File: config.mk
export PLATFORM = sky130hd
export DESIGN_NAME = bdcd_top
export DESIGN_NICKNAME = d
export VERILOG_FILES = /design/src/rtl/bdcd_pkg.sv /design/src/rtl/bdcd_counter.sv /design/src/rtl/bdcd_top.sv
export VERILOG_INCLUDE_DIRS = /design/src /design/src/rtl
export SDC_FILE = /design/constraint.sdc
export NUM_CORES = 1
export LEC_CHECK = 0
export BUFFER_PORTS_ARGS = -buffer_cell sky130_fd_sc_hd__buf_2
export CAP_MARGIN = 20
export CORE_MARGIN = 10
export CORE_UTILIZATION = 55
export DETAILED_ROUTE_END_ITERATION = 16
export PLACE_DENSITY = 0.87
export SLEW_MARGIN = 20
export SYNTH_ARGS = -nofsm -noshare
export SYNTH_HDL_FRONTEND = slang
export SYNTH_SLANG_ARGS = --single-unit
File: constraint.sdc
create_clock -name clk -period 2.1 [get_ports clk]
set_clock_uncertainty 0.1 [all_clocks]
set_input_delay 0.315 -clock clk [delete_from_list [all_inputs] [get_ports clk]]
set_output_delay 0.315 -clock clk [all_outputs]
set_load 0.01 [all_outputs]
File: src/rtl/bdcd_params.svh
/*
 Register indices, control-byte fields, bus decode positions and timing
 figures of the buffered change-detect I/O block.
 Assumes inclusion by bare name from package and design files.
*/
`ifndef BDCD_PARAMS_SVH
`define BDCD_PARAMS_SVH
// ----------------------------------------
// Register indices (byte address = 4 x index)
// ----------------------------------------
`define BD_IX_PA         2'h0
`define BD_IX_PB         2'h1
`define BD_IX_PC         2'h2
`define BD_IX_CTRL       2'h3
`define BD_IX_BUFEN0     5'h08
`define BD_IX_TRI        5'h0a
`define BD_IX_COSEN      5'h0b
`define BD_IX_CLR        5'h0f
`define BD_IX_CNT0       5'h10
`define BD_IX_STS        5'h1a
`define BD_IX_MSK        5'h1b
// ----------------------------------------
// Control byte fields, 1 = input
// ----------------------------------------
`define BD_CB_CLO        0
`define BD_CB_B          1
`define BD_CB_CHI        3
`define BD_CB_A          4
`define BD_CB_SET        7
`define BD_CTRL_RST      8'h9b
// ----------------------------------------
// Bus decode
// ----------------------------------------
`define BD_IX_LSB        2
`define BD_IX_MSB        6
`define BD_WIN_LSB       7
`define BD_WIN_MSB       11
`define BD_BASE_MIN      5'h08
`define BD_HSIZE_WORD    3'h2
// ----------------------------------------
// Timing and widths
// ----------------------------------------
`define BD_CLK_PERIOD_NS 5
`define BD_REF_PERIOD_NS 1000
`define BD_REF_DIV       (`BD_REF_PERIOD_NS / `BD_CLK_PERIOD_NS)
`define BD_PRESC_W       8
`define BD_CNT_W         16
`define BD_NUM_CNT       3
`endif

File: src/rtl/bdcd_pkg.sv
/*
 Types shared by the change-detect I/O block: bus phase, state record
 and counter load carrier.
 Assumes bdcd_params.svh on the include path.
*/
`include "bdcd_params.svh"
`default_nettype none
package bdcd_pkg;
	typedef enum logic [1:0] {ph_idle, ph_wr, ph_rd1, ph_rd2} bdcd_phase_e;

	typedef struct packed {
		logic                  ld;
		logic [`BD_CNT_W-1:0]  val;
	} bdcd_load_s;

	typedef struct packed {
		logic [47:0]            s1;
		logic [47:0]            s2;
		logic [47:0]            prev;
		logic [4:0]             base1;
		logic [4:0]             base2;
		logic [1:0]             ec1;
		logic [1:0]             ec2;
		logic [1:0]             ec3;
		bdcd_phase_e            ph;
		logic [4:0]             idx;
		logic                   hit;
		logic [31:0]            rdata;
		logic [1:0][7:0]        ctrl;
		logic [1:0][23:0]       olat;
		logic [1:0][7:0]        bufen;
		logic [1:0]             tri_on;
		logic [5:0]             cosen;
		logic [5:0]             sts;
		logic [5:0]             msk;
		logic [`BD_PRESC_W-1:0] presc;
		logic                   tick;
	} bdcd_state_s;

	typedef struct packed {
		logic [`BD_CNT_W-1:0] cnt;
	} bdcd_cnt_s;
endpackage
`default_nettype wire

File: src/rtl/bdcd_counter.sv
/*
 One 16-bit down counter of the optional counter section.
 Assumes a one-cycle count tick and load strobe from the same clock.
*/
`include "bdcd_params.svh"
`default_nettype none
module bdcd_counter
	import bdcd_pkg::*;
(
	input  wire logic             clk,
	input  wire logic             nrst,
	input  wire bdcd_load_s       load,
	input  wire logic             tick,
	output logic [`BD_CNT_W-1:0]  count
);
	bdcd_cnt_s st_r;
	bdcd_cnt_s st_nxt;

	// ----------------------------------------
	// Count
	// ----------------------------------------
	always_comb begin
		st_nxt = st_r;
		// Load beats a tick in the same cycle
		if (load.ld) begin
			st_nxt.cnt = load.val;
		end else if (tick) begin
			st_nxt.cnt = st_r.cnt - `BD_CNT_W'(1);
		end
	end

	always_ff @(posedge clk) begin
		if (!nrst) begin
			st_r <= '0;
		end else begin
			st_r <= st_nxt;
		end
	end

	assign count = st_r.cnt;
endmodule
`default_nettype wire

File: src/rtl/bdcd_top.sv
/*
 Buffered 48-line digital I/O with change-of-state interrupt, two port
 units of three 8-bit ports, buffer control and three down counters,
 as an AHB-Lite slave.
 Assumes hready is the bus ready fed back from hreadyout, line_in and
 counter clock pins are asynchronous, base_sel is a static strap.
*/
// Local design decisions: the AHB-Lite register port and the placing of the registers.
`include "bdcd_params.svh"
`default_nettype none
// How it works
// - Enabled input changes set a sticky request
// - Six enable bits, one per port
// - Write to clear location drops request
// - Three 8-bit ports per unit, latched outputs
// - Port C nibbles take separate directions
// - Buffer direction follows unit control byte
// - Flag puts buffers under software enable
// - Decode 32-index window, base 400h-F80h
// - Second counter ticks from 1 MHz
// - Three independent 16-bit counters
// - Reset makes every line an input
// - Switching to output zeroes the latch
// - Flags are bit 0 and bit 1
module bdcd_top
	import bdcd_pkg::*;
(
	input  wire logic        clk,
	input  wire logic        nrst,
	input  wire logic        hsel,
	input  wire logic [31:0] haddr,
	input  wire logic [1:0]  htrans,
	input  wire logic        hwrite,
	input  wire logic [2:0]  hsize,
	input  wire logic [31:0] hwdata,
	input  wire logic        hready,
	output logic             hreadyout,
	output logic [31:0]      hrdata,
	output logic             hresp,
	input  wire logic [47:0] line_in,
	output logic [47:0]      line_out,
	output logic [47:0]      line_oe,
	input  wire logic [4:0]  base_sel,
	input  wire logic [1:0]  cnt_clk_in,
	output logic             irq
);
	bdcd_state_s st_r;
	bdcd_state_s st_nxt;

	logic                                acc;
	logic                                addr_hit;
	logic                                wr_en;
	logic [5:0]                          clr_sts;
	logic [5:0]                          port_chg;
	logic [47:0]                         chg;
	logic [1:0][23:0]                    dout;
	logic [1:0][23:0]                    oe;
	logic [1:0][23:0]                    rd_lines;
	logic [1:0]                          ec_fall;
	logic [`BD_NUM_CNT-1:0]              ctick;
	bdcd_load_s [`BD_NUM_CNT-1:0]        ld;
	logic [`BD_NUM_CNT-1:0][`BD_CNT_W-1:0] cnt_q;

	// ----------------------------------------
	// Decode helpers
	// ----------------------------------------
	function automatic logic [4:0] idx_of(input logic u, input logic [1:0] p);
		return {2'h0, u, p};
	endfunction

	// Flags ordered {C hi, C lo, B, A} spread to the 24 lines
	function automatic logic [23:0] lanes(input logic [3:0] f);
		return {{4{f[3]}}, {4{f[2]}}, {8{f[1]}}, {8{f[0]}}};
	endfunction

	function automatic logic [23:0] out_lanes(input logic [7:0] c);
		return lanes(~{c[`BD_CB_CHI], c[`BD_CB_CLO], c[`BD_CB_B], c[`BD_CB_A]});
	endfunction

	// ----------------------------------------
	// Line direction, buffers, change detect
	// ----------------------------------------
	genvar gu;
	genvar gk;
	generate
		for (gu = 0; gu < 2; gu++) begin : g_unit
			assign dout[gu] = out_lanes(st_r.ctrl[gu]);
			// Program control only narrows what direction allows
			assign oe[gu] = dout[gu] & (st_r.tri_on[gu] ? lanes(st_r.bufen[gu][3:0]) : '1);
			assign rd_lines[gu] = (st_r.s2[gu*24 +: 24] & ~dout[gu]) |
				(st_r.olat[gu] & dout[gu]);
		end
		for (gk = 0; gk < 6; gk++) begin : g_port
			assign port_chg[gk] = (|chg[gk*8 +: 8]) & st_r.cosen[gk];
		end
	endgenerate

	// Output lines never count as changes
	assign chg = (st_r.s2 ^ st_r.prev) & ~dout;
	assign line_oe = oe;
	assign line_out = st_r.olat;

	// ----------------------------------------
	// Bus slave
	// ----------------------------------------
	assign acc = hsel && htrans[1] && hready;
	assign addr_hit = (haddr[`BD_WIN_MSB:`BD_WIN_LSB] == st_r.base2) &&
		(st_r.base2 >= `BD_BASE_MIN) && (haddr[31:`BD_WIN_MSB+1] == '0) &&
		(hsize == `BD_HSIZE_WORD);
	assign wr_en = (st_r.ph == ph_wr) && st_r.hit;
	assign hreadyout = (st_r.ph != ph_rd1);
	assign hrdata = st_r.rdata;
	assign hresp = 1'b0;

	always_comb begin
		clr_sts = '0;
		if (wr_en && st_r.idx == `BD_IX_CLR) begin
			clr_sts = '1;
		end else if (wr_en && st_r.idx == `BD_IX_STS) begin
			clr_sts = hwdata[5:0];
		end
	end

	// ----------------------------------------
	// Counters
	// ----------------------------------------
	assign ec_fall = st_r.ec3 & ~st_r.ec2;
	assign ctick = {ec_fall[1], st_r.tick, ec_fall[0]};

	generate
		for (gk = 0; gk < `BD_NUM_CNT; gk++) begin : g_cnt
			assign ld[gk].ld = wr_en && (st_r.idx == `BD_IX_CNT0 + 5'(gk));
			assign ld[gk].val = hwdata[`BD_CNT_W-1:0];
			bdcd_counter u_cnt (
				.clk   (clk),
				.nrst  (nrst),
				.load  (ld[gk]),
				.tick  (ctick[gk]),
				.count (cnt_q[gk])
			);
		end
	endgenerate

	// ----------------------------------------
	// Next state
	// ----------------------------------------
	always_comb begin
		logic [31:0] rv;
		rv = '0;
		st_nxt = st_r;
		st_nxt.s1 = line_in;
		st_nxt.s2 = st_r.s1;
		st_nxt.prev = st_r.s2;
		st_nxt.base1 = base_sel;
		st_nxt.base2 = st_r.base1;
		st_nxt.ec1 = cnt_clk_in;
		st_nxt.ec2 = st_r.ec1;
		st_nxt.ec3 = st_r.ec2;
		st_nxt.tick = (st_r.presc == `BD_PRESC_W'(`BD_REF_DIV - 1));
		st_nxt.presc = st_nxt.tick ? '0 : st_r.presc + `BD_PRESC_W'(1);

		// Read mux
		for (int u = 0; u < 2; u++) begin
			if (st_r.idx == idx_of(u[0], `BD_IX_PA)) rv[7:0] = rd_lines[u][7:0];
			if (st_r.idx == idx_of(u[0], `BD_IX_PB)) rv[7:0] = rd_lines[u][15:8];
			if (st_r.idx == idx_of(u[0], `BD_IX_PC)) rv[7:0] = rd_lines[u][23:16];
		end
		for (int i = 0; i < `BD_NUM_CNT; i++) begin
			if (st_r.idx == `BD_IX_CNT0 + 5'(i)) rv[`BD_CNT_W-1:0] = cnt_q[i];
		end
		if (st_r.idx == `BD_IX_TRI) rv[1:0] = st_r.tri_on;
		if (st_r.idx == `BD_IX_COSEN) rv[5:0] = st_r.cosen;
		if (st_r.idx == `BD_IX_STS) rv[5:0] = st_r.sts;
		if (st_r.idx == `BD_IX_MSK) rv[5:0] = st_r.msk;
		if (!st_r.hit) rv = '0;

		// One wait state on reads keeps hrdata registered
		unique case (st_r.ph)
			ph_rd1: begin
				st_nxt.rdata = rv;
				st_nxt.ph = ph_rd2;
			end
			ph_idle, ph_wr, ph_rd2: begin
				st_nxt.ph = acc ? (hwrite ? ph_wr : ph_rd1) : ph_idle;
				if (acc) begin
					st_nxt.idx = haddr[`BD_IX_MSB:`BD_IX_LSB];
					st_nxt.hit = addr_hit;
				end
			end
		endcase

		// Register writes
		if (wr_en) begin
			for (int u = 0; u < 2; u++) begin
				if (st_r.idx == idx_of(u[0], `BD_IX_PA)) st_nxt.olat[u][7:0] = hwdata[7:0];
				if (st_r.idx == idx_of(u[0], `BD_IX_PB)) st_nxt.olat[u][15:8] = hwdata[7:0];
				if (st_r.idx == idx_of(u[0], `BD_IX_PC)) st_nxt.olat[u][23:16] = hwdata[7:0];
				// Bit-set form of the control byte is not supported
				if (st_r.idx == idx_of(u[0], `BD_IX_CTRL) && hwdata[`BD_CB_SET]) begin
					st_nxt.ctrl[u] = hwdata[7:0];
					st_nxt.olat[u] = st_nxt.olat[u] & ~out_lanes(hwdata[7:0]);
				end
				if (st_r.idx == `BD_IX_BUFEN0 + 5'(u)) st_nxt.bufen[u] = hwdata[7:0];
			end
			if (st_r.idx == `BD_IX_TRI) st_nxt.tri_on = hwdata[1:0];
			if (st_r.idx == `BD_IX_COSEN) st_nxt.cosen = hwdata[5:0];
			if (st_r.idx == `BD_IX_MSK) st_nxt.msk = hwdata[5:0];
		end

		// New change beats a clear in the same cycle
		st_nxt.sts = (st_r.sts & ~clr_sts) | port_chg;
	end

	always_ff @(posedge clk) begin
		if (!nrst) begin
			st_r <= '0;
			st_r.ctrl <= {2{`BD_CTRL_RST}};
		end else begin
			st_r <= st_nxt;
		end
	end

	assign irq = |(st_r.sts & st_r.msk);
endmodule
`default_nettype wire

Word level (Yosys, flattened, before mapping):

Index checks and enable logic that the tools add are counted.

* flip-flop bits (word level): 343
* bits in latches: 0
* memory bits (writable): 0
* bits in read-only memories: 0
* input port bits: 129
* output and inout bits: 131
* word-level logic and storage cells: 165
* memories kept: 0

* add/subtract/negate cells: 4
* $mul: 0
* divide/modulo/power cells: 0
* $lt $le $gt $ge: 1
* eq/ne operators: 24
* shifts and indexed selects: 0
* multiplexer cells: 41
* bitwise logic cells: 32
* reductions and logical operators: 36

Operators with widths (count)
* $and A24 B24 Y24: 8
* $mux W16: 10
* $mux W8: 18
* $mux W24: 4
* $not A24 Y24: 3
* $and A48 B48 Y48: 1
* $not A48 Y48: 1
* $or A24 B24 Y24: 2
* $reduce_or A8 Y1: 6
* $sub A16 B1 Y16 const B: 3
* $xor A48 B48 Y48: 1
* $mux W6: 5
* $eq A5 B4 Y1 const B: 5
* $eq A5 B5 Y1 const B: 5
* $eq A5 B3 Y1 const B: 4
* $logic_not A20 Y1: 1
* $reduce_and A2 Y1: 8
* $logic_and A1 B1 Y1: 13
* $and A6 B6 Y6: 2
* $not A4 Y4: 3
* $eq A5 B2 Y1 const B: 2
* $add A8 B1 Y8 const B: 1
* $eq A8 B8 Y1 const B: 1
* $and A1 B1 Y1: 6
* other kinds (20): 25

Logic depth before layout (Yosys ltp):

Gate-level depths: netlist (run 1).

* depth after elaboration: 18
* mapped depth: 8
* gate-level depth less buffers: 7

Cells and area by module:

Synthesis (run 1) repeated with hierarchy kept, for this count alone.

* cells, all modules: 1613
* area total of the unflattened synthesis: 14645.3 µm²

By module, submodules not included
* bdcd_top: instances 1, cells each 1310, area each 12096.6 µm², seq. area each 5545.3 µm²
* bdcd_counter: instances 3, cells each 101, area each 849.6 µm², seq. area each 320.3 µm²

Least setup slack after synthesis (run 1):

No wires, ideal clock.

* kind: flip-flop to flip-flop
* from: reg st_r[94] (netlist bit)
* to: reg st_r (netlist bit hrdata[1])
* setup time: 0.124 ns
* arrival: 1.650 ns
* required time: 1.876 ns
* path slack: 0.227 ns
* stages on the path, launching flop included: 7
* buffers on the path: 1
* clock period less this slack: 1.873 ns
* cell sequence: dfxtp_1 -> buf_1 -> mux2i_1 -> nor3_1 -> or4_1 -> a211oi_1 -> a21oi_1

* cells in the longest elaborated chain, start to end: 17
* elaborated cells between the ends (all ways): 18
* those cells by class: mux: 13; bitwise: 5

Ends and longest elaborated chain
* start, declared: RTL line bdcd_top.sv:47 `bdcd_state_s st_r;`
* start signal, assigned: RTL line bdcd_top.sv:219 `st_r <= st_nxt;`
* $not A4 Y4 *: RTL line bdcd_top.sv:77 `` return lanes(~{c[`BD_CB_CHI], c[`BD_CB_CLO], c[`BD_CB_B], c[`BD_CB_A]}); ``
* $not A24 Y24: RTL line bdcd_top.sv:90 `assign rd_lines[gu] = (st_r.s2[gu*24 +: 24] & ~dout[gu]) |`
* $and A24 B24 Y24: RTL line bdcd_top.sv:90
* $or A24 B24 Y24 *: RTL line bdcd_top.sv:90
* $mux W8 *: RTL line bdcd_top.sv:165 `` if (st_r.idx == idx_of(u[0], `BD_IX_PB)) rv[7:0] = rd_lines[u][15:8]; ``
* $mux W8 *: RTL line bdcd_top.sv:166 `` if (st_r.idx == idx_of(u[0], `BD_IX_PC)) rv[7:0] = rd_lines[u][23:16]; ``
* $mux W8 *: RTL line bdcd_top.sv:164 `` if (st_r.idx == idx_of(u[0], `BD_IX_PA)) rv[7:0] = rd_lines[u][7:0]; ``
* $mux W8 *: RTL line bdcd_top.sv:165
* $mux W8 *: RTL line bdcd_top.sv:166
* $mux W16 * (3 in a row): RTL line bdcd_top.sv:169 `` if (st_r.idx == `BD_IX_CNT0 + 5'(i)) rv[`BD_CNT_W-1:0] = cnt_q[i]; ``
* $mux W2 *: RTL line bdcd_top.sv:171 `` if (st_r.idx == `BD_IX_TRI) rv[1:0] = st_r.tri_on; ``
* $mux W6 *: RTL line bdcd_top.sv:172 `` if (st_r.idx == `BD_IX_COSEN) rv[5:0] = st_r.cosen; ``
* $mux W6 *: RTL line bdcd_top.sv:173 `` if (st_r.idx == `BD_IX_STS) rv[5:0] = st_r.sts; ``
* $mux W6 *: RTL line bdcd_top.sv:174 `` if (st_r.idx == `BD_IX_MSK) rv[5:0] = st_r.msk; ``
* $mux W16 *: RTL line bdcd_top.sv:175 `if (!st_r.hit) rv = '0;`

Every way passes the cells marked *; elsewhere a longest branch is shown, timed or not.
A chain may end at the register's enable or synchronous reset.

Worst setup path in the final report (run 1):

* from: reg st_r[144] (netlist bit)
* to: reg st_r (netlist bit hrdata[7])

* cells in the longest elaborated chain, start to end: 11
* elaborated cells between the ends (all ways): 19
* those cells by class: eq/ne: 8; mux: 10; reduce/logical: 1

Ends and longest elaborated chain (RTL line)
* $logic_not A5 Y1: bdcd_top.sv:164
* $mux W8: bdcd_top.sv:164
* $mux W8: bdcd_top.sv:165
* $mux W8: bdcd_top.sv:166
* $mux W8: bdcd_top.sv:164
* $mux W8: bdcd_top.sv:165
* $mux W8: bdcd_top.sv:166
* $mux W16 (2 in a row): bdcd_top.sv:169
* $mux W16 *: bdcd_top.sv:169
* $mux W16 *: bdcd_top.sv:175

Marked as above.

==> results_dict.tcl, run 1 <==
set metrics [dict create \
    drt_first_pass_iters 8 \
    drive_above_1_share 0.2370 \
    cts_buffer_depth 3 \
    portBuffers 223 \
    ios 260 \
    grt_max_degree 199 \
    htreeDepth 2 \
    avgSynthCellArea_um2 9.103 \
    total_power_w 0.01311 \
    maxCapViolations 0 \
    failed_checks "setup timing" \
    cts_root_buf "clkbuf_16" \
    grt_pass1_wl_um 66570 \
    grt_overflow 0 \
    wire_per_inst_um 20.21 \
    numCtsBuffers 34 \
    setup-tns-final_ns -0.03370 \
    p_leak_nw 7.501 \
    endpoint "hrdata[7]$_SDFFE_PN0N_" \
    worstPathMaxFanout 15 \
    gp_congestion 0.9669 \
    path_class "reg2reg" \
    rows 59 \
    async_flop_share 0 \
    synthCells 1604 \
    drt-total-wl_um 43770 \
    antenna_found_initial 0 \
    setup_violations 2 \
    timing.rr.start "st_r[144]$_SDFFE_PN0P_" \
    antenna_left 0 \
    die_h_um 182.9 \
    num-fill-cells 1948 \
    fmax_mhz 470.8 \
    synth_cell_type_count 68 \
    peakVddDrop_v 0.0007841 \
    cts.sink_count 325 \
    fin_crit_ns 2.124 \
    regArea_um2 6514 \
    rsz0062_at_grt "true" \
    layout.nets 1945 \
    insertedDiodeCount 0 \
    r2r_cells 7 \
    slew_headroom 0.4934 \
    yosys.area.top_type "dfxtp_1" \
    period_share 1.011 \
    via_per_inst 5.705 \
    synth_top_area_frac 0.4456 \
    endpoint_kind "register" \
    mostFrequentLayoutCells "321 x dfxtp_1, 222 x buf_2, 160 x and2_1, 110 x nand2_1, 105 x nor2_1" \
    multiInputGateArea_um2 6944 \
    drtIter0Drc 1169 \
    insertion_delay_ns 0.54 \
    yosys_warnings 0 \
    status "finished with violations" \
    via_count 12356 \
    final_util 0.6694 \
    hold_violations 0 \
    fp.dieW_um 182.9 \
    drc 0 \
    synth_seq_area_share 0.4456 \
    ys.flop_type "dfxtp_1" \
    synth_top_cells_by_area "dfxtp_1 45%, and2_1 6.9%, buf_4 6.6%, mux2i_1 5.7%, xnor2_1 3.8%" \
    tritoncts "built" \
    final_common_cell "dfxtp_1" \
    tightest_slew_ns 0.7599 \
    synth_area_um2 14600 \
    startpoint_type "register" \
    power_density_nw_per_um2 751.5 \
    fp.coreArea_um2 26060 \
    min_path_type "in2reg" \
    cp_data_required_time_ns 2.41 \
    worstReg2RegEnd "hrdata[7]$_SDFFE_PN0N_" \
    startpoint "st_r[144]$_SDFFE_PN0P_" \
    slew_viol_final 0 \
    syn_to_final_growth_pct 19.46 \
    synth_edf_count 0 \
    start_util 0.5603 \
    clk_pin_slew_ns 0.06 \
    worstPathArrival_ns 2.43 \
    reg2reg_slack_ns -0.02 \
    first_global_vias 12011 \
    die_area_um2 33470 \
    fin_ws_ns -0.02395 \
    dp_hpwl_um 30100 \
    ys_ff_latch 325 \
    track_usage 0.2459 \
]
## cell families (layout without fill, tap and decap cells)
logic type | Yosys count | after routing | share of synthesized area
DFF | 325 | 325 | 0.4456
muxes | 92 | 92 | 0.06384
and+or+nand+nor | 600 | 601 | 0.2238
adders and majority gates | 4 | 4 | 0.003428
buffers and inverters | 236 | 446 | 0.09563
other | 1 | 17 | 0.0002568
AOI/OAI and AO/OA | 244 | 244 | 0.1063
xor gates and xnor gates | 102 | 102 | 0.06118
## where the power goes
group,internal [W],switching (W),total (W)
sequential,0.00632,0.000112,0.00643
combinational,0.000453,0.000521,0.000974
clock,0.00323,0.00247,0.00570
total,0.0100,0.00310,0.0131
## flip-flops by register name, summed over array words and instances (netlist names)
name and flops:
st_r 107, st_nxt 105, g_cnt.u_cnt.count 48, line_out 48, hrdata 16, ctick 1
## repair_timing
| action | 4_1_cts | 5_1_grt |
|---|---|---|
| endpoints found under the hold margin | 60 | 0 |
| hold buffers | 60 | 0 |
| setup endpoints to repair | 42 | 87 |
| gates resized for setup | 14 | 41 |
| pin swaps | 4 | 9 |
| cloned | 0 | 1 |
| setup buffers | 0 | 5 |
## metrics by stage
stage | instance area, µm² | instances | hold slack (ns) | worst slack, ns
2_1_floorplan | 14660 | 1620 | 0.3119 | 0.2268
3_3_place_gp | 15550 | 2045 | 0.3138 | -0.1414
3_5_place_dp | 15550 | 2045 | 0.3185 | -0.1248
4_1_cts | 17240 | 2160 | 0.001132 | -0.02244
5_1_grt | 17440 | 2166 | 0.01409 | -0.04597
6_report | 17440 | 2166 | 0.01846 | -0.02395
## final cells by class
| cell class | instances | area share |
|---|---|---|
| well taps | 335 | 0.02403 |
| clock buffers | 46 | 0.05538 |
| inverters | 19 | 0.004160 |
| flip-flops and latches | 325 | 0.3734 |
| multi-input cells | 1060 | 0.3981 |
| clock inverters | 9 | 0.004089 |
| repair buffers | 372 | 0.1408 |
## synthesized netlist by cell type, types with 5 or more instances
| library cell | n |
|---|---|
| mux2_2 | 9 |
| clkbuf_1 | 61 |
| a211oi_1 | 44 |
| nor2b_1 | 15 |
| buf_4 | 128 |
| nand4_1 | 14 |
| or3_1 | 5 |
| dfxtp_1 | 325 |
| a21oi_1 | 91 |
| nand3_1 | 84 |
| nand2_1 | 113 |
| nor4_1 | 14 |
| o41ai_1 | 7 |
| o21ai_0 | 41 |
| o211ai_1 | 6 |
| nor3_1 | 31 |
| xor2_1 | 38 |
| buf_2 | 24 |
| xnor2_1 | 64 |
| nor2_1 | 107 |
| inv_1 | 17 |
| nand2b_1 | 6 |
| and2_1 | 160 |
| o22ai_1 | 12 |
| or4_1 | 5 |
| mux2i_1 | 83 |
| a22oi_1 | 12 |
## critical path, cell delays in order (launching register included)
cell	delay, ns
dfxtp_2	0.36
buf_4	0.16
buf_6	0.18
or3b_4	0.21
nor2_2	0.07
a2111oi_0	0.51
a31oi_1	0.18
o211a_1	0.25
## routing by layer
metal | GRT usage | wire length (µm) | vias to the layer above | part of all wire
met2 | 0.4108 | 20940 | 655 | 0.48
li1 | - | - | 5775 | -
met1 | 0.2895 | 16260 | 5785 | 0.37
met4 | 0.1056 | 1915 | 0 | 0.044
met5 | 0 | 0 | - | 0
met3 | 0.07067 | 4647 | 141 | 0.11
## worst min path at each step
| stage | end | depth (start not counted) | slack, ns | start |
|---|---|---|---|---|
| global route | st_r[147]$_SDFF_PN0_ | 3 | 0.01 | hsel |
| finish | st_r[147]$_SDFF_PN0_ | 3 | 0.02 | hsel |
| CTS | st_r[147]$_SDFF_PN0_ | 3 | 0.001 | hsel |
| floorplan | st_nxt[149]$_SDFF_PN0_ | 1 | 0.31 | st_nxt[151]$_SDFF_PN0_ |
| global placement | st_r[157]$_SDFF_PN0_ | 1 | 0.31 | st_nxt[157]$_SDFF_PN0_ |
| detailed placement | st_nxt[184]$_SDFF_PN0_ | 1 | 0.32 | st_nxt[232]$_SDFF_PN0_ |
Power figures use the tool's default switching activity.
==> run 2, diff against run 1 <==
--- a/config.mk
+++ b/config.mk
@@ -12,6 +12,7 @@
 export CORE_UTILIZATION = 55
 export DETAILED_ROUTE_END_ITERATION = 16
 export PLACE_DENSITY = 0.87
+export RECOVER_POWER = 100
 export SLEW_MARGIN = 20
 export SYNTH_ARGS = -nofsm -noshare
 export SYNTH_HDL_FRONTEND = slang
==> run 2 against run 1 <==
The run still ends with setup timing left; cell count did not move; wire length fell by 0.44%; cell area decreased by 0.80%; critical endpoint is now hrdata[1]$_SDFFE_PN0N_.
==> results_dict.tcl, run 2 (synthesis gave the netlist of run 1 again) <==
set metrics [dict create \
    holdWs_ns 0.01860 \
    pwr-share-clk 0.435 \
    reg2reg_slack_ns -0.01 \
    cts_buffer_depth 3 \
    met3_usage 0.07067 \
    cts_root_buf "clkbuf_16" \
    failed_checks "setup timing" \
    fp.dieW_um 182.9 \
    grt_overflow 0 \
    fin_ws_ns -0.01494 \
    path_class "reg2reg" \
    die_h_um 182.9 \
    drtIter0Drc 1112 \
    ios 260 \
    post-place-ws_ns -0.1248 \
    track_usage 0.2459 \
    rsz0062_at_grt "true" \
    grt_pass1_wl_um 66570 \
    slew_viol_final 0 \
    maxCapViolations 0 \
    largest_register_ffs 107 \
    grt_max_degree 199 \
    min_path_type "in2reg" \
    wire_per_inst_um 20.12 \
    path_cells "mux2i_1, nor3_1, or4_1, a211oi_2, buf_4, a21oi_2" \
    drt_first_pass_iters 6 \
    fp.coreArea_um2 26060 \
    drt-total-wl_um 43580 \
    antenna_left 0 \
    status "finished with violations" \
    largest-register "st_r" \
    die_area_um2 33470 \
    seqPwrFrac 0.492 \
    worstPathArrival_ns 2.41 \
    start_util 0.5603 \
    netSwitchingFraction 0.2358 \
    tritoncts "built" \
    p_switching_w 0.003085 \
    syn_to_final_growth_pct 18.50 \
    clk_pin_slew_ns 0.06 \
    cp_slowest_cell "dfxtp_1" \
    startpoint_type "register" \
    met2_usage 0.4108 \
    mostFrequentLayoutCells "321 x dfxtp_1, 151 x buf_2, 123 x and2_1, 110 x nand2_1, 105 x nor2_1" \
    cts.sink_count 325 \
    power_density_nw_per_um2 755.9 \
    final_common_cell "dfxtp_1" \
    num-fill-cells 2006 \
    share_comb_of_total_power 0.073 \
    htreeDepth 2 \
    gp_congestion 0.9669 \
    cpPeakStageDelay_ns 0.45 \
    setup_violations 1 \
    rows 59 \
    grt-busiest-layer "met2" \
    fmax_mhz 472.8 \
    antenna_found_initial 0 \
    portBuffers 223 \
    via_count 12385 \
    cp_data_required_time_ns 2.40 \
    insertion_delay_ns 0.53 \
    period_share 1.007 \
    drive_above_1_share 0.1955 \
    insertedDiodeCount 0 \
    grt_use_met1 0.2895 \
    slew_headroom 0.2749 \
    numCtsBuffers 34 \
    p_leak_nw 7.134 \
    via_per_inst 5.718 \
    worstPathMaxFanout 5 \
    endpoint_kind "register" \
    layout.nets 1945 \
    p_int_w 0.009995 \
    drc 0 \
    tightest_slew_ns 1.088 \
    first_global_vias 12011 \
    dp_hpwl_um 30100 \
    hold_violations 0 \
    fin_crit_ns 2.115 \
    peakVddDrop_v 0.0007824 \
]
## run 2: cell count changes in the layout (fill, tap and decap cells not counted), moves of 2 or more
cell	delta
buf_4	-8
buf_2	-71
clkbuf_4	+2
clkbuf_1	+74
and2_1	-37
clkbuf_2	+4
and2_0	+37
## run 2: metrics by stage
| stage | instance area [µm²] | TNS (ns) | power, W | util | cells |
|---|---|---|---|---|---|
| 2_1_floorplan | 14660 | 0 | 0.007053 | - | 1620 |
| 3_3_place_gp | 15550 | -0.1730 | 0.007358 | 0.5969 | 2045 |
| 3_5_place_dp | 15550 | -0.4093 | 0.007390 | 0.5969 | 2045 |
| 4_1_cts | 17240 | -0.04634 | 0.01309 | 0.6616 | 2160 |
| 5_1_grt | 17300 | -0.3010 | 0.01347 | 0.6640 | 2166 |
| 6_report | 17300 | -0.01494 | 0.01308 | 0.6640 | 2166 |
## run 2: metal layers
layer / part of all wire / wire, µm
met2: 0.48 / 20900
met3: 0.11 / 4670
met4: 0.043 / 1877
met1: 0.37 / 16130
met5: 0 / 0
## run 2: worst max-delay path, delay by kind of cell, from the launching register on
family	cells	cell delay, ns
AO/OA/AOI/OAI	2	0.32
buffers and inverters	1	0.16
flip-flops	1	0.45
multiplexers	1	0.42
AND/OR/NAND/NOR	2	0.53
## run 2: final timing paths
check,depth (start not counted),from,to
setup reg to reg,6,st_r[94]$_SDFFE_PN1P_,hrdata[1]$_SDFFE_PN0N_
hold / removal,3,haddr[6],st_r[146]$_SDFFE_PN0P_
hold reg to reg,1,st_nxt[245]$_SDFF_PN0_,st_nxt[197]$_SDFF_PN0_
setup / recovery,6,st_r[94]$_SDFFE_PN1P_,hrdata[1]$_SDFFE_PN0N_
## run 2: repair_timing
action | 4_1_cts | 5_1_grt
setup buffers | 0 | 5
gates cloned | 0 | 1
setup endpoints to repair | 42 | 87
gates resized for setup | 14 | 41
hold endpoints to repair | 60 | 0
pin swaps | 4 | 9
hold buffers | 60 | 0
## run 2: power groups by stage
stage	registers [W]	clock network, W	logic [W]
after floorplan	0.00653	0	0.000525
after global placement	0.00656	0	0.000801
after detailed placement	0.00657	0	0.000825
after CTS	0.00643	0.00574	0.000923
after global routing	0.00645	0.00599	0.00103
final	0.00643	0.00568	0.000961
## run 2: layout make-up
cell class	instances	area (µm²)	area share
clock buffers	46	965.9	0.05582
clock inverters	9	71.32	0.004122
inverters	19	72.57	0.004194
multi-input cells	1060	6927	0.4003
flip-flops and latches	325	6514	0.3765
well taps	335	419.2	0.02422
repair buffers	372	2333	0.1349
==> run 3, diff against run 2 <==
--- a/config.mk
+++ b/config.mk
@@ -8,8 +8,10 @@
 export LEC_CHECK = 0
 export BUFFER_PORTS_ARGS = -buffer_cell sky130_fd_sc_hd__buf_2
 export CAP_MARGIN = 20
+export CELL_PAD_IN_SITES_DETAIL_PLACEMENT = 1
+export CELL_PAD_IN_SITES_GLOBAL_PLACEMENT = 1
 export CORE_MARGIN = 10
-export CORE_UTILIZATION = 55
+export CORE_UTILIZATION = 42
 export DETAILED_ROUTE_END_ITERATION = 16
 export PLACE_DENSITY = 0.87
 export RECOVER_POWER = 100
==> run 3 against run 2 <==
The run still ends with setup timing left; first-iteration DRC count decreased by 12%; sequential share of layout area decreased by 0.97 points; hold slack got worse by 0.0038 ns; die area grew 27%; sequential power about the same; highest routed layer unchanged; non-clock buffer count grew 7; total power up 8.9%; clock power grew 20%; combinational power increased by 4.0%; flip-flop and latch count stayed put; worst setup slack gained 0.0040 ns.
==> results_dict.tcl, run 3 (synthesis gave the netlist of run 1 again) <==
set metrics [dict create \
    status "finished with violations" \
    failed_checks "setup timing" \
    stdcell_area_um2 17760 \
    antenna_found_initial 0 \
    cts_buffer_depth 3 \
    antenna_left 0 \
    fmax_mhz 473.7 \
    ios 260 \
    fin_crit_ns 2.111 \
    drc 0 \
    setup_violations 1 \
    grt_overflow 0 \
    peakVddDrop_v 0.0004949 \
    endpoint_kind "register" \
    place_area_um2 15780 \
    insertion_delay_ns 0.54 \
    drive_above_1_share 0.2053 \
    first_global_vias 13522 \
    grt_pass1_wl_um 79630 \
    cp_data_required_time_ns 2.42 \
    die_h_um 206.5 \
    via_count 12615 \
    drt-total-wl_um 52740 \
    slew_headroom 0.3362 \
    numCtsBuffers 36 \
    rows 68 \
    htreeDepth 2 \
    grt_max_degree 116 \
    clk_pin_slew_ns 0.06 \
    gp_congestion 0.9209 \
    cts_root_buf "clkbuf_16" \
    portBuffers 223 \
    start_util 0.4237 \
    cts.sink_count 325 \
    tightest_slew_ns 0.9957 \
    p_leak_nw 7.241 \
    insertedDiodeCount 0 \
    r2r_cells 5 \
    rsz0062_at_grt "true" \
    setup-tns-final_ns -0.01095 \
    layout.nets 1953 \
    mostFrequentLayoutCells "318 x dfxtp_1, 156 x buf_2, 112 x nand2_1, 104 x nor2_1" \
    path_class "reg2reg" \
    track_usage 0.2377 \
    drtIter0Drc 975 \
    final_common_cell "dfxtp_1" \
    holdWs_ns 0.01480 \
    tritoncts "built" \
    hold_violations 0 \
    worstPathMaxFanout 5 \
    wire_per_inst_um 22.92 \
    min_path_type "in2reg" \
    fp.coreArea_um2 34460 \
    via_per_inst 5.482 \
    fp.dieW_um 206.5 \
    dp.cells 2173 \
    dp_hpwl_um 35890 \
    startpoint_type "register" \
    largest-register "st_r" \
    fin_cells 2301 \
    maxCapViolations 0 \
    worstPathArrival_ns 2.43 \
    drt_first_pass_iters 5 \
    largest_register_ffs 107 \
    die_area_um2 42620 \
    post-place-ws_ns -0.1905 \
    period_share 1.005 \
    slew_viol_final 0 \
    hold_depth 3 \
    power_density_nw_per_um2 802.2 \
    reg2reg_slack_ns -0.01 \
    syn_to_final_growth_pct 21.65 \
    fin_ws_ns -0.01095 \
]
run 3: cell count changes in the layout (fill, tap and decap cells not counted), moves of 3 or more:
| cell | before | now |
|---|---|---|
| buf_4 | 73 | 84 |
| bufinv_16 | 0 | 5 |
| clkbuf_2 | 4 | 1 |
| dfxtp_2 | 3 | 7 |
| and2_1 | 123 | 88 |
| clkbuf_1 | 79 | 70 |
| and2_0 | 37 | 72 |
| dfxtp_1 | 321 | 318 |
| buf_2 | 151 | 156 |
run 3: metal layers:
metal,vias up,wire length (µm),global-route usage
met3,155,3514,0.04295
met5,-,0,0
met1,6190,20290,0.2718
met4,0,2040,0.08627
met2,493,26900,0.4316
li1,5777,-,-
run 3: repair_timing:
| action | in CTS | in global routing |
|---|---|---|
| gates resized for setup | 15 | 33 |
| hold buffers | 62 | 0 |
| pin swaps | 2 | 2 |
| endpoints found under the setup margin | 27 | 69 |
| setup buffers | 0 | 2 |
| hold endpoints to repair | 61 | 0 |
run 3: final cells by class:
| cell class | count | area [µm²] |
|---|---|---|
| Fill cell | 3967 | 16700 |
| Multi-Input combinational cell | 1059 | 6912 |
| Sequential cell | 325 | 6515 |
| Timing Repair Buffer | 379 | 2426 |
| Clock buffer | 46 | 1008 |
| Tap cell | 455 | 569.3 |
| Clock inverter | 18 | 259.0 |
| Inverter | 19 | 72.57 |
run 3: per-stage QoR:
stage	utilization	total power, W
2_1_floorplan	-	0.007053
3_3_place_gp	0.4580	0.007389
3_5_place_dp	0.4580	0.007433
4_1_cts	0.5145	0.01423
5_1_grt	0.5155	0.01467
6_report	0.5155	0.01425
run 3: final timing paths:
| path | from | end |
|---|---|---|
| worst max-delay path | st_r[104]$_SDFFE_PN1P_ | hrdata[7]$_SDFFE_PN0N_ |
| worst min-delay path | hwdata[14] | g_cnt[2].u_cnt.count[14]$_SDFFE_PN0P_ |
| worst max register to register | st_r[104]$_SDFFE_PN1P_ | hrdata[7]$_SDFFE_PN0N_ |
| worst min register to register | st_nxt[213]$_SDFF_PN0_ | st_nxt[165]$_SDFF_PN0_ |
run 3: critical path, stage by stage, from the launching register on:
cell and delay, ns:
dfxtp_1 0.44, mux2i_1 0.34, nor3_1 0.14, a2111oi_2 0.53
a31oi_1 0.20, o211a_1 0.25
run 3: power by group:
group / switching, W / total [W] / internal (W) / leakage (nW)
clock: 0.00275 / 0.00680 / 0.00406 / 0.614
combinational: 0.000557 / 0.000999 / 0.000442 / 3.98
sequential: 0.000124 / 0.00645 / 0.00632 / 2.65
